$ cat config.mk
export PLATFORM = sky130hd
export DESIGN_NAME = sab_global_ctrl
export DESIGN_NICKNAME = d
export VERILOG_FILES = /design/src/design/sab_strap_latch.v /design/src/design/sab_age_timer.v /design/src/design/sab_global_ctrl.v
export VERILOG_INCLUDE_DIRS = /design/src /design/src/pkg
export SDC_FILE = /design/constraint.sdc
export NUM_CORES = 1
export LEC_CHECK = 0
export ABC_CLOCK_PERIOD_IN_PS = 5000
export BUFFER_PORTS_ARGS = -buffer_cell sky130_fd_sc_hd__clkbuf_2
export CELL_PAD_IN_SITES_DETAIL_PLACEMENT = 1
export CELL_PAD_IN_SITES_GLOBAL_PLACEMENT = 1
export CORE_MARGIN = 4
export CORE_UTILIZATION = 29
export CTS_CLUSTER_SIZE = 10
export DETAILED_ROUTE_END_ITERATION = 16
export GPL_TIMING_DRIVEN = 1
export PLACE_DENSITY_LB_ADDON = 0.2
export SLEW_MARGIN = 20
export SYNTH_ARGS = -nofsm -noshare
export SYNTH_HDL_FRONTEND = slang
export SYNTH_SLANG_ARGS = --single-unit
$ cat constraint.sdc
create_clock -name mclk -period 5 [get_ports mclk]
set_clock_uncertainty 0.1 [all_clocks]
set_input_delay 0.25 -clock mclk [delete_from_list [all_inputs] [get_ports mclk]]
set_output_delay 0.25 -clock mclk [all_outputs]
set_load 0.01 [all_outputs]
$ cat src/pkg/sab_map.vh
// Register map, field positions, reset values and timing of the global control bank
`ifndef SAB_MAP_VH
`define SAB_MAP_VH

// Register indices; byte address is four times the index
`define SAB_IDX_GC3 6'h03
`define SAB_IDX_GC4 6'h04
`define SAB_IDX_STAT 6'h05

// Control three field positions
`define SAB_GC3_AGE_EN 2
`define SAB_GC3_FAST_AGE 1
`define SAB_GC3_BACKOFF 0

// Control four field positions
`define SAB_GC4_VLAN_DISC 7
`define SAB_GC4_MC_EXCL 6
`define SAB_GC4_BP_MODE 5
`define SAB_GC4_FAIR 4
`define SAB_GC4_COLL_KEEP 3

// Status field positions
`define SAB_ST_AGE_RUN 0
`define SAB_ST_FAST_RUN 1
`define SAB_ST_STRAP_AGE 2
`define SAB_ST_STRAP_BO 3
`define SAB_ST_STRAP_COLL 4
`define SAB_ST_STRAP_DONE 5

// Reset values; the three strap-backed ones are held until the straps are taken
`define SAB_RST_AGE_EN 1'b1
`define SAB_RST_FAST_AGE 1'b0
`define SAB_RST_BACKOFF 1'b0
`define SAB_RST_VLAN_DISC 1'b1
`define SAB_RST_MC_EXCL 1'b1
`define SAB_RST_BP_MODE 1'b1
`define SAB_RST_FAIR 1'b1
`define SAB_RST_COLL_KEEP 1'b0

// Excessive collision threshold
`define SAB_EXCESS_COLL 5'h10

// Timing: figures and clock rate
`define SAB_CLK_HZ 32'd10000000
`define SAB_CLK_MHZ 32'd10
`define SAB_NORMAL_AGE_S 32'd300
`define SAB_FAST_AGE_US 32'd800
`define SAB_NORMAL_AGE_CYC (`SAB_NORMAL_AGE_S * `SAB_CLK_HZ)
`define SAB_FAST_AGE_CYC (`SAB_FAST_AGE_US * `SAB_CLK_MHZ)

`endif

$ cat src/design/sab_strap_latch.v
// Strap capture for the aging, back-off and collision reset defaults
`timescale 1ns/1ps
`default_nettype none
`include "sab_map.vh"

module sab_strap_latch (
    // Clock and reset
    input wire mclk,
    input wire reset_n,
    // Strap pins
    input wire agingStrapPin,
    input wire backoffStrapPin,
    input wire collisionDropStrapPin,
    // Captured values
    output reg strapAge_q,
    output reg strapBackoff_q,
    output reg strapCollKeep_q,
    output reg strapLoad_q,
    output reg strapDone_q
);

    // Pins are sampled on the first edge after release, never under reset
    always @(posedge mclk or negedge reset_n) begin
        if (!reset_n) begin
            strapAge_q <= `SAB_RST_AGE_EN;
            strapBackoff_q <= `SAB_RST_BACKOFF;
            strapCollKeep_q <= `SAB_RST_COLL_KEEP;
            strapLoad_q <= 1'b0;
            strapDone_q <= 1'b0;
        end else begin
            strapLoad_q <= 1'b0;
            if (!strapDone_q) begin
                strapAge_q <= agingStrapPin;
                strapBackoff_q <= backoffStrapPin;
                strapCollKeep_q <= collisionDropStrapPin;
                strapLoad_q <= 1'b1; // One-cycle load into control bits
                strapDone_q <= 1'b1;
            end
        end
    end

endmodule // sab_strap_latch
`default_nettype wire

$ cat src/design/sab_age_timer.v
// Address table aging interval timer with normal and fast intervals
`timescale 1ns/1ps
`default_nettype none
`include "sab_map.vh"

module sab_age_timer #(
    parameter [31:0] NORMAL_CYC = `SAB_NORMAL_AGE_CYC,
    parameter [31:0] FAST_CYC = `SAB_FAST_AGE_CYC
) (
    // Clock and reset
    input wire mclk,
    input wire reset_n,
    // Control
    input wire ageEnable,
    input wire fastAge,
    // Results
    output reg ageTick_q,
    output reg fastRun_q
);

    reg [31:0] count_q;
    wire [31:0] limit;

    assign limit = fastAge ? FAST_CYC : NORMAL_CYC;

    // A change of interval restarts the count so a stale long count
    // cannot delay the first fast sweep
    always @(posedge mclk or negedge reset_n) begin
        if (!reset_n) begin
            count_q <= 32'h0000_0000;
            ageTick_q <= 1'b0;
            fastRun_q <= 1'b0;
        end else begin
            ageTick_q <= 1'b0;
            fastRun_q <= ageEnable & fastAge;
            if (!ageEnable) begin
                count_q <= 32'h0000_0000; // Aging stops entirely
            end else if (fastAge != fastRun_q) begin
                count_q <= 32'h0000_0000;
            end else if (count_q >= limit - 32'h0000_0001) begin
                count_q <= 32'h0000_0000;
                ageTick_q <= 1'b1; // One aging sweep per interval
            end else begin
                count_q <= count_q + 32'h0000_0001;
            end
        end
    end

endmodule // sab_age_timer
`default_nettype wire

$ cat src/design/sab_global_ctrl.v
// Global aging, back-off, storm scope and port-VLAN control bank on APB
//
// Decided for this implementation: the APB slave port.
`timescale 1ns/1ps
`default_nettype none
`include "sab_map.vh"

// Function
// - Aging enable set ages learned entries; cleared stops aging completely.
// - Aging enable reset value follows its strap pin, default pulled up.
// - Fast age bit shortens aging interval to about 800 us; resets zero.
// - Aggressive back-off bit selects non-standard half-duplex back-off.
// - Aggressive back-off reset value follows its strap pin, pulled down.
// - Mismatch discard set blocks all VLAN crossing; cleared lets known unicast.
// - Storm exclusion set regulates broadcast only; cleared adds DA bit 40.
// - Back-pressure mode set is carrier-sense based, cleared collision based.
// - Fair mode set may drop non-flow-controlled port packets on contention.
// - Fair mode cleared flow-controls the flow-controlled port on contention.
// - Collision keep cleared drops frames at 16 collisions; set keeps them.
// - Collision keep reset value follows its strap pin, pulled down.
// - Normal aging interval is about 300 s; fast aging returns to it.
module sab_global_ctrl #(
    parameter [31:0] NORMAL_AGE_CYC = `SAB_NORMAL_AGE_CYC,
    parameter [31:0] FAST_AGE_CYC = `SAB_FAST_AGE_CYC
) (
    // Clock and reset
    input wire mclk,
    input wire reset_n,
    // APB slave
    input wire psel,
    input wire penable,
    input wire pwrite,
    input wire [7:0] paddr,
    input wire [31:0] pwdata,
    output reg [31:0] prdata,
    output reg pready,
    output reg pslverr,
    // Strap pins
    input wire agingStrapPin,
    input wire backoffStrapPin,
    input wire collisionDropStrapPin,
    // Frame attributes from the forwarding logic
    input wire frmDaAllOnes,
    input wire frmDaBit40,
    input wire frmVlanCross,
    input wire frmKnownUnicast,
    input wire [4:0] frmCollCount,
    input wire egressContend,
    // Control levels to the datapath
    output reg ageEnable_q,
    output reg fastAge_q,
    output reg aggrBackoff_q,
    output reg bpCarrierSense_q,
    output reg fairMode_q,
    // Aging sweep request
    output wire ageTick_q,
    // Per-frame decisions
    output reg stormRegulate_q,
    output reg vlanBlock_q,
    output reg collisionDrop_q,
    output reg dropNonFc_q,
    output reg holdFcPort_q
);

    // Bits that only steer decisions inside this block
    reg vlanDiscard_q;
    reg mcExclude_q;
    reg collKeep_q;

    // Strap capture results and the age timer's fast-run status
    wire strapAge;
    wire strapBackoff;
    wire strapCollKeep;
    wire strapLoad;
    wire strapDone;
    wire fastRun;

    // Bus decode
    wire [5:0] regIdx;
    wire accessPhase;
    wire doWrite;
    wire hitGc3;
    wire hitGc4;
    wire hitStat;
    wire mapped;
    reg [7:0] readMux;

    assign regIdx = paddr[7:2];
    assign accessPhase = psel & penable;
    assign hitGc3 = (regIdx == `SAB_IDX_GC3);
    assign hitGc4 = (regIdx == `SAB_IDX_GC4);
    assign hitStat = (regIdx == `SAB_IDX_STAT);
    assign mapped = hitGc3 | hitGc4 | hitStat;
    // Write lands only at the edge where the master sees pready
    assign doWrite = accessPhase & pready & pwrite;

    // Strap pins taken once after reset release
    sab_strap_latch u_strap (
        .mclk(mclk),
        .reset_n(reset_n),
        .agingStrapPin(agingStrapPin),
        .backoffStrapPin(backoffStrapPin),
        .collisionDropStrapPin(collisionDropStrapPin),
        .strapAge_q(strapAge),
        .strapBackoff_q(strapBackoff),
        .strapCollKeep_q(strapCollKeep),
        .strapLoad_q(strapLoad),
        .strapDone_q(strapDone)
    );

    // Aging interval generator
    sab_age_timer #(
        .NORMAL_CYC(NORMAL_AGE_CYC),
        .FAST_CYC(FAST_AGE_CYC)
    ) u_age (
        .mclk(mclk),
        .reset_n(reset_n),
        .ageEnable(ageEnable_q),
        .fastAge(fastAge_q),
        .ageTick_q(ageTick_q),
        .fastRun_q(fastRun)
    );

    // Read data, unused bits read as zero
    always @* begin
        readMux = 8'h00;
        if (hitGc3) begin
            readMux[`SAB_GC3_AGE_EN] = ageEnable_q;
            readMux[`SAB_GC3_FAST_AGE] = fastAge_q;
            readMux[`SAB_GC3_BACKOFF] = aggrBackoff_q;
        end else if (hitGc4) begin
            readMux[`SAB_GC4_VLAN_DISC] = vlanDiscard_q;
            readMux[`SAB_GC4_MC_EXCL] = mcExclude_q;
            readMux[`SAB_GC4_BP_MODE] = bpCarrierSense_q;
            readMux[`SAB_GC4_FAIR] = fairMode_q;
            readMux[`SAB_GC4_COLL_KEEP] = collKeep_q;
        end else if (hitStat) begin
            readMux[`SAB_ST_AGE_RUN] = ageEnable_q;
            readMux[`SAB_ST_FAST_RUN] = fastRun;
            readMux[`SAB_ST_STRAP_AGE] = strapAge;
            readMux[`SAB_ST_STRAP_BO] = strapBackoff;
            readMux[`SAB_ST_STRAP_COLL] = strapCollKeep;
            readMux[`SAB_ST_STRAP_DONE] = strapDone;
        end
    end

    // APB answer: one wait state, so pready and data come from flops
    always @(posedge mclk or negedge reset_n) begin
        if (!reset_n) begin
            pready <= 1'b0;
            pslverr <= 1'b0;
            prdata <= 32'h0000_0000;
        end else begin
            if (accessPhase & !pready) begin
                pready <= 1'b1;
                pslverr <= !mapped; // Unmapped address answers with error
                prdata <= pwrite ? 32'h0000_0000 : {24'h00_0000, readMux};
            end else begin
                pready <= 1'b0;
                pslverr <= 1'b0;
                prdata <= 32'h0000_0000;
            end
        end
    end

    // Control three: host writes win over the strap load, which can only
    // happen on the second edge after release before any access completes
    always @(posedge mclk or negedge reset_n) begin
        if (!reset_n) begin
            ageEnable_q <= `SAB_RST_AGE_EN;
            fastAge_q <= `SAB_RST_FAST_AGE;
            aggrBackoff_q <= `SAB_RST_BACKOFF;
        end else if (doWrite & hitGc3) begin
            ageEnable_q <= pwdata[`SAB_GC3_AGE_EN];
            fastAge_q <= pwdata[`SAB_GC3_FAST_AGE];
            aggrBackoff_q <= pwdata[`SAB_GC3_BACKOFF];
        end else if (strapLoad) begin
            ageEnable_q <= strapAge;
            aggrBackoff_q <= strapBackoff;
        end
    end

    // Control four: fixed defaults, only the keep bit follows a strap
    always @(posedge mclk or negedge reset_n) begin
        if (!reset_n) begin
            vlanDiscard_q <= `SAB_RST_VLAN_DISC;
            mcExclude_q <= `SAB_RST_MC_EXCL;
            bpCarrierSense_q <= `SAB_RST_BP_MODE;
            fairMode_q <= `SAB_RST_FAIR;
            collKeep_q <= `SAB_RST_COLL_KEEP;
        end else if (doWrite & hitGc4) begin
            vlanDiscard_q <= pwdata[`SAB_GC4_VLAN_DISC];
            mcExclude_q <= pwdata[`SAB_GC4_MC_EXCL];
            bpCarrierSense_q <= pwdata[`SAB_GC4_BP_MODE];
            fairMode_q <= pwdata[`SAB_GC4_FAIR];
            collKeep_q <= pwdata[`SAB_GC4_COLL_KEEP];
        end else if (strapLoad) begin
            collKeep_q <= strapCollKeep;
        end
    end

    // Per-frame decisions track the current bits every cycle, so a new
    // setting acts on the next frame with no further trigger
    always @(posedge mclk or negedge reset_n) begin
        if (!reset_n) begin
            stormRegulate_q <= 1'b0;
            vlanBlock_q <= 1'b0;
            collisionDrop_q <= 1'b0;
            dropNonFc_q <= 1'b0;
            holdFcPort_q <= 1'b0;
        end else begin
            // Multicast joins the storm class only when not excluded
            stormRegulate_q <= frmDaAllOnes | (!mcExclude_q & frmDaBit40);
            // Only known unicast may cross, and only with discard off
            vlanBlock_q <= frmVlanCross & (vlanDiscard_q | !frmKnownUnicast);
            // Drop at the excessive collision limit unless kept
            collisionDrop_q <= !collKeep_q &
                (frmCollCount >= `SAB_EXCESS_COLL);
            // Fair mode sacrifices the non-flow-controlled source
            dropNonFc_q <= egressContend & fairMode_q;
            // Unfair mode holds off the flow-controlled source
            holdFcPort_q <= egressContend & !fairMode_q;
        end
    end

endmodule // sab_global_ctrl
`default_nettype wire

==> impl_metrics.py <==
metrics = {
    "critical_path": {
        "cp.required_ps": 5140,
        "worstPathCellList": "ha_1 -> a2111oi_1 -> nor2_1 -> nor4_2 -> nand3b_4 -> nor2_1",
        "worstSetupPathType": "reg2reg",
        "crit_top_cell": "nor2_1",
        "crit_buf_inv": 0,
        "crit_family": "simple AND/OR/NAND/NOR gates",
        "cp_data_arrival_time_ps": 2930,
        "max_stage_delay_ps": 730,
        "crit_path_end_kind": "flop",
        "worstPathMaxFanout": 32,
        "crit_slowest_cell": "dfrtp_1",
        "start_kind": "flop",
    },
    "final_layout": {
        "largest_register_ffs": 32,
        "largest-register": "u_age.count_q",
        "largestRegisters": "u_age.count_q (32), prdata (8)",
        "most-common-layout-cells": "dfrtp_1 (56), clkbuf_2 (48), nor2_1 (44)",
        "fin_area_mm2": 0.003933,
        "num_antenna_cells": 0,
        "fillCellCount": 1239,
        "nNetsFinal": 439,
        "drive_gt1_frac": 0.2246,
        "final_cells": 514,
        "final_util": 0.3596,
        "syn_to_final_growth_pct": 20.79,
        "layout_commonest_cell": "dfrtp_1",
    },
    "placement": {
        "globalplace.congestion": 0.7197,
        "dpl.cell_count": 496,
        "place.port_buffers": 48,
        "hpwl_um": 5295,
        "placed_area_mm2": 0.003550,
    },
    "detailed_routing": {
        "viasPerCell": 4.599,
        "vias": 2364,
        "wl_per_cell_um": 14.43,
        "ant_nets": 0,
        "drt-initial-drc-count": 77,
        "wl_um": 7416,
        "drc": 0,
        "first_pass_iters": 4,
    },
    "clock_network": {
        "cts_root_buf": "clkbuf_16",
        "cts_inserted_buffers": 9,
        "cts_tree": "built",
        "clk_path_buf_depth": 2,
        "cts_resized": 0,
        "clk_latency_ps": 330,
        "htreeDepth": 3,
        "clkTransAtPathRegs_ps": 60,
        "cts.sinks": 62,
    },
    "hold_path": {
        "hold_class": "in2async",
    },
    "grt": {
        "overflow": 0,
        "grt_pass1_vias": 2448,
        "antenna_found_initial": 0,
        "grt_start_max_net_pins": 63,
        "grt_pass1_wl_um": 12390,
        "grt.total_usage": 0.1204,
    },
    "sta": {
        "fin_crit_ps": 2784,
        "timing.final.crit_share": 0.5567,
        "slew_headroom": 0.3899,
        "final-setup-viol-count": 0,
        "hold_violations": 0,
        "worst-slew-pin-transition_ps": 906.7,
        "rsz0062_at_grt": "false",
        "maxSlewViolCount": 0,
        "fin_tns_setup_ps": 0,
        "clock.fmax_mhz": 359.2,
    },
    "synthesis": {
        "syn_avg_cell_area_um2": 10.40,
        "yosysWarnings": 0,
        "ys.flop_type": "dfrtp_1",
        "synth_top_area_frac": 0.4304,
        "yosysTopAreaCell": "dfrtp_1",
        "syn_area_mm2": 0.003256,
        "yosys.cell_types.count": 46,
        "netlist_top_cells_area": "dfrtp_1 (43%), xor2_1 (6.5%), buf_4 (5.5%), nor2_1 (5.1%), dfstp_2 (4.8%)",
        "ys_seq_area_frac": 0.4789,
        "async_reset_ff_frac": 1.000,
        "synth_cells": 313,
        "ys_ff_latch": 62,
        "synth_edf_count": 0,
    },
    "pwr": {
        "internal_power_w": 0.001086,
        "p_per_area_mw_per_mm2": 352.4,
        "clockPowerShare": 0.554,
        "switchingPower_w": 0.0002996,
        "ir_worst_vdd_mv": 0.1765,
        "p_sw_frac": 0.2162,
        "seq_power_share": 0.384,
        "p_leak_nw": 1.837,
        "combPwrFrac": 0.063,
    },
    "die": {
        "pin_count": 103,
        "die-area_mm2": 0.01299,
        "coreArea_mm2": 0.01094,
        "fp.dieH_um": 114.0,
        "num_rows": 38,
        "die_w_um": 114.0,
        "initial_utilization": 0.2977,
    },
    "flow_run": {
        "cap_viol_max_count": 0,
    },
    "run_status": {
        "status": "finished, final reports clean",
    },
}
==> metal layers <==
metal  wire length [um]  share of wire  global-route usage  vias up
met1               3528           0.48              0.1621     1139
li1                   -              -                   -     1153
met3                454          0.061             0.03554       12
met2               3292           0.44              0.1792       60
met5                  0              0                   0        -
met4                141          0.019             0.05305        0
==> synth_stat cells, types with 7 or more instances <==
master    n
nand3_1  18
nand4_1  12
inv_1     7
nand2_1  18
dfrtp_1  56
xor2_1   24
buf_4    24
ha_1     12
o21ai_0   8
nor2_1   44
==> metrics by stage <==
| step | worst slack [ps] | total power [W] | hold slack [ps] |
|---|---|---|---|
| CTS | 2110 | 0.001410 | 13.80 |
| global route | 1950 | 0.001444 | 25.09 |
| global placement | 2170 | 0.0006269 | 336.6 |
| floorplan | 2710 | 0.0006062 | -145.6 |
| detailed placement | 2132 | 0.0006286 | 341.3 |
| finish | 2216 | 0.001386 | 17.88 |
==> power groups by stage <==
stage	Combinational [W]	Clock [W]	Sequential, W
floorplan	0.0000658	0	0.000540
global placement	0.0000861	0	0.000541
detailed placement	0.0000877	0	0.000541
CTS	0.0000895	0.000788	0.000532
global route	0.0000985	0.000811	0.000535
finish	0.0000866	0.000767	0.000532
==> path summary, 6_finish.rpt <==
check,from,endpoint,slack [ps],cells after the start
max in group asynchronous,reset_n,u_age.count_q[6],4240,2
max,fastAge_q,u_age.count_q[13],2220,6
max reg2reg,fastAge_q,u_age.count_q[13],2220,6
min in group mclk,frmDaBit40,stormRegulate_q,30,2
min,reset_n,stormRegulate_q,20,2
min reg2reg,collKeep_q,collisionDrop_q,360,1
==> kinds of logic (layout without fill, tap and decap cells) <==
logic type,count (synthesis),after routing,share of synthesized area
flops,62,62,0.4789
simple gates,132,132,0.2221
xor+xnor,30,30,0.08071
fa+ha+maj,12,12,0.04612
buf+inv,39,77,0.08109
compound gates,25,25,0.05073
other cells,2,25,0.002307
mux,11,11,0.03805
==> cell type report <==
class,instances,area (um^2),share of cell area
clock inverter,6,133.9,0.03404
inverter,7,26.28,0.006682
sequential,62,1559,0.3964
multi-input combinational,235,1519,0.3863
clock buffer,10,229.0,0.05822
tap,140,175.2,0.04454
timing repair buffer,54,290.3,0.07381
==> what timing repair did <==
item / in CTS / in global routing
hold buffers: 2 / 0
setup buffers: 0 / 0
hold endpoints to repair: 2 / 0
No activity file was read; power rests on OpenSTA's default activity.
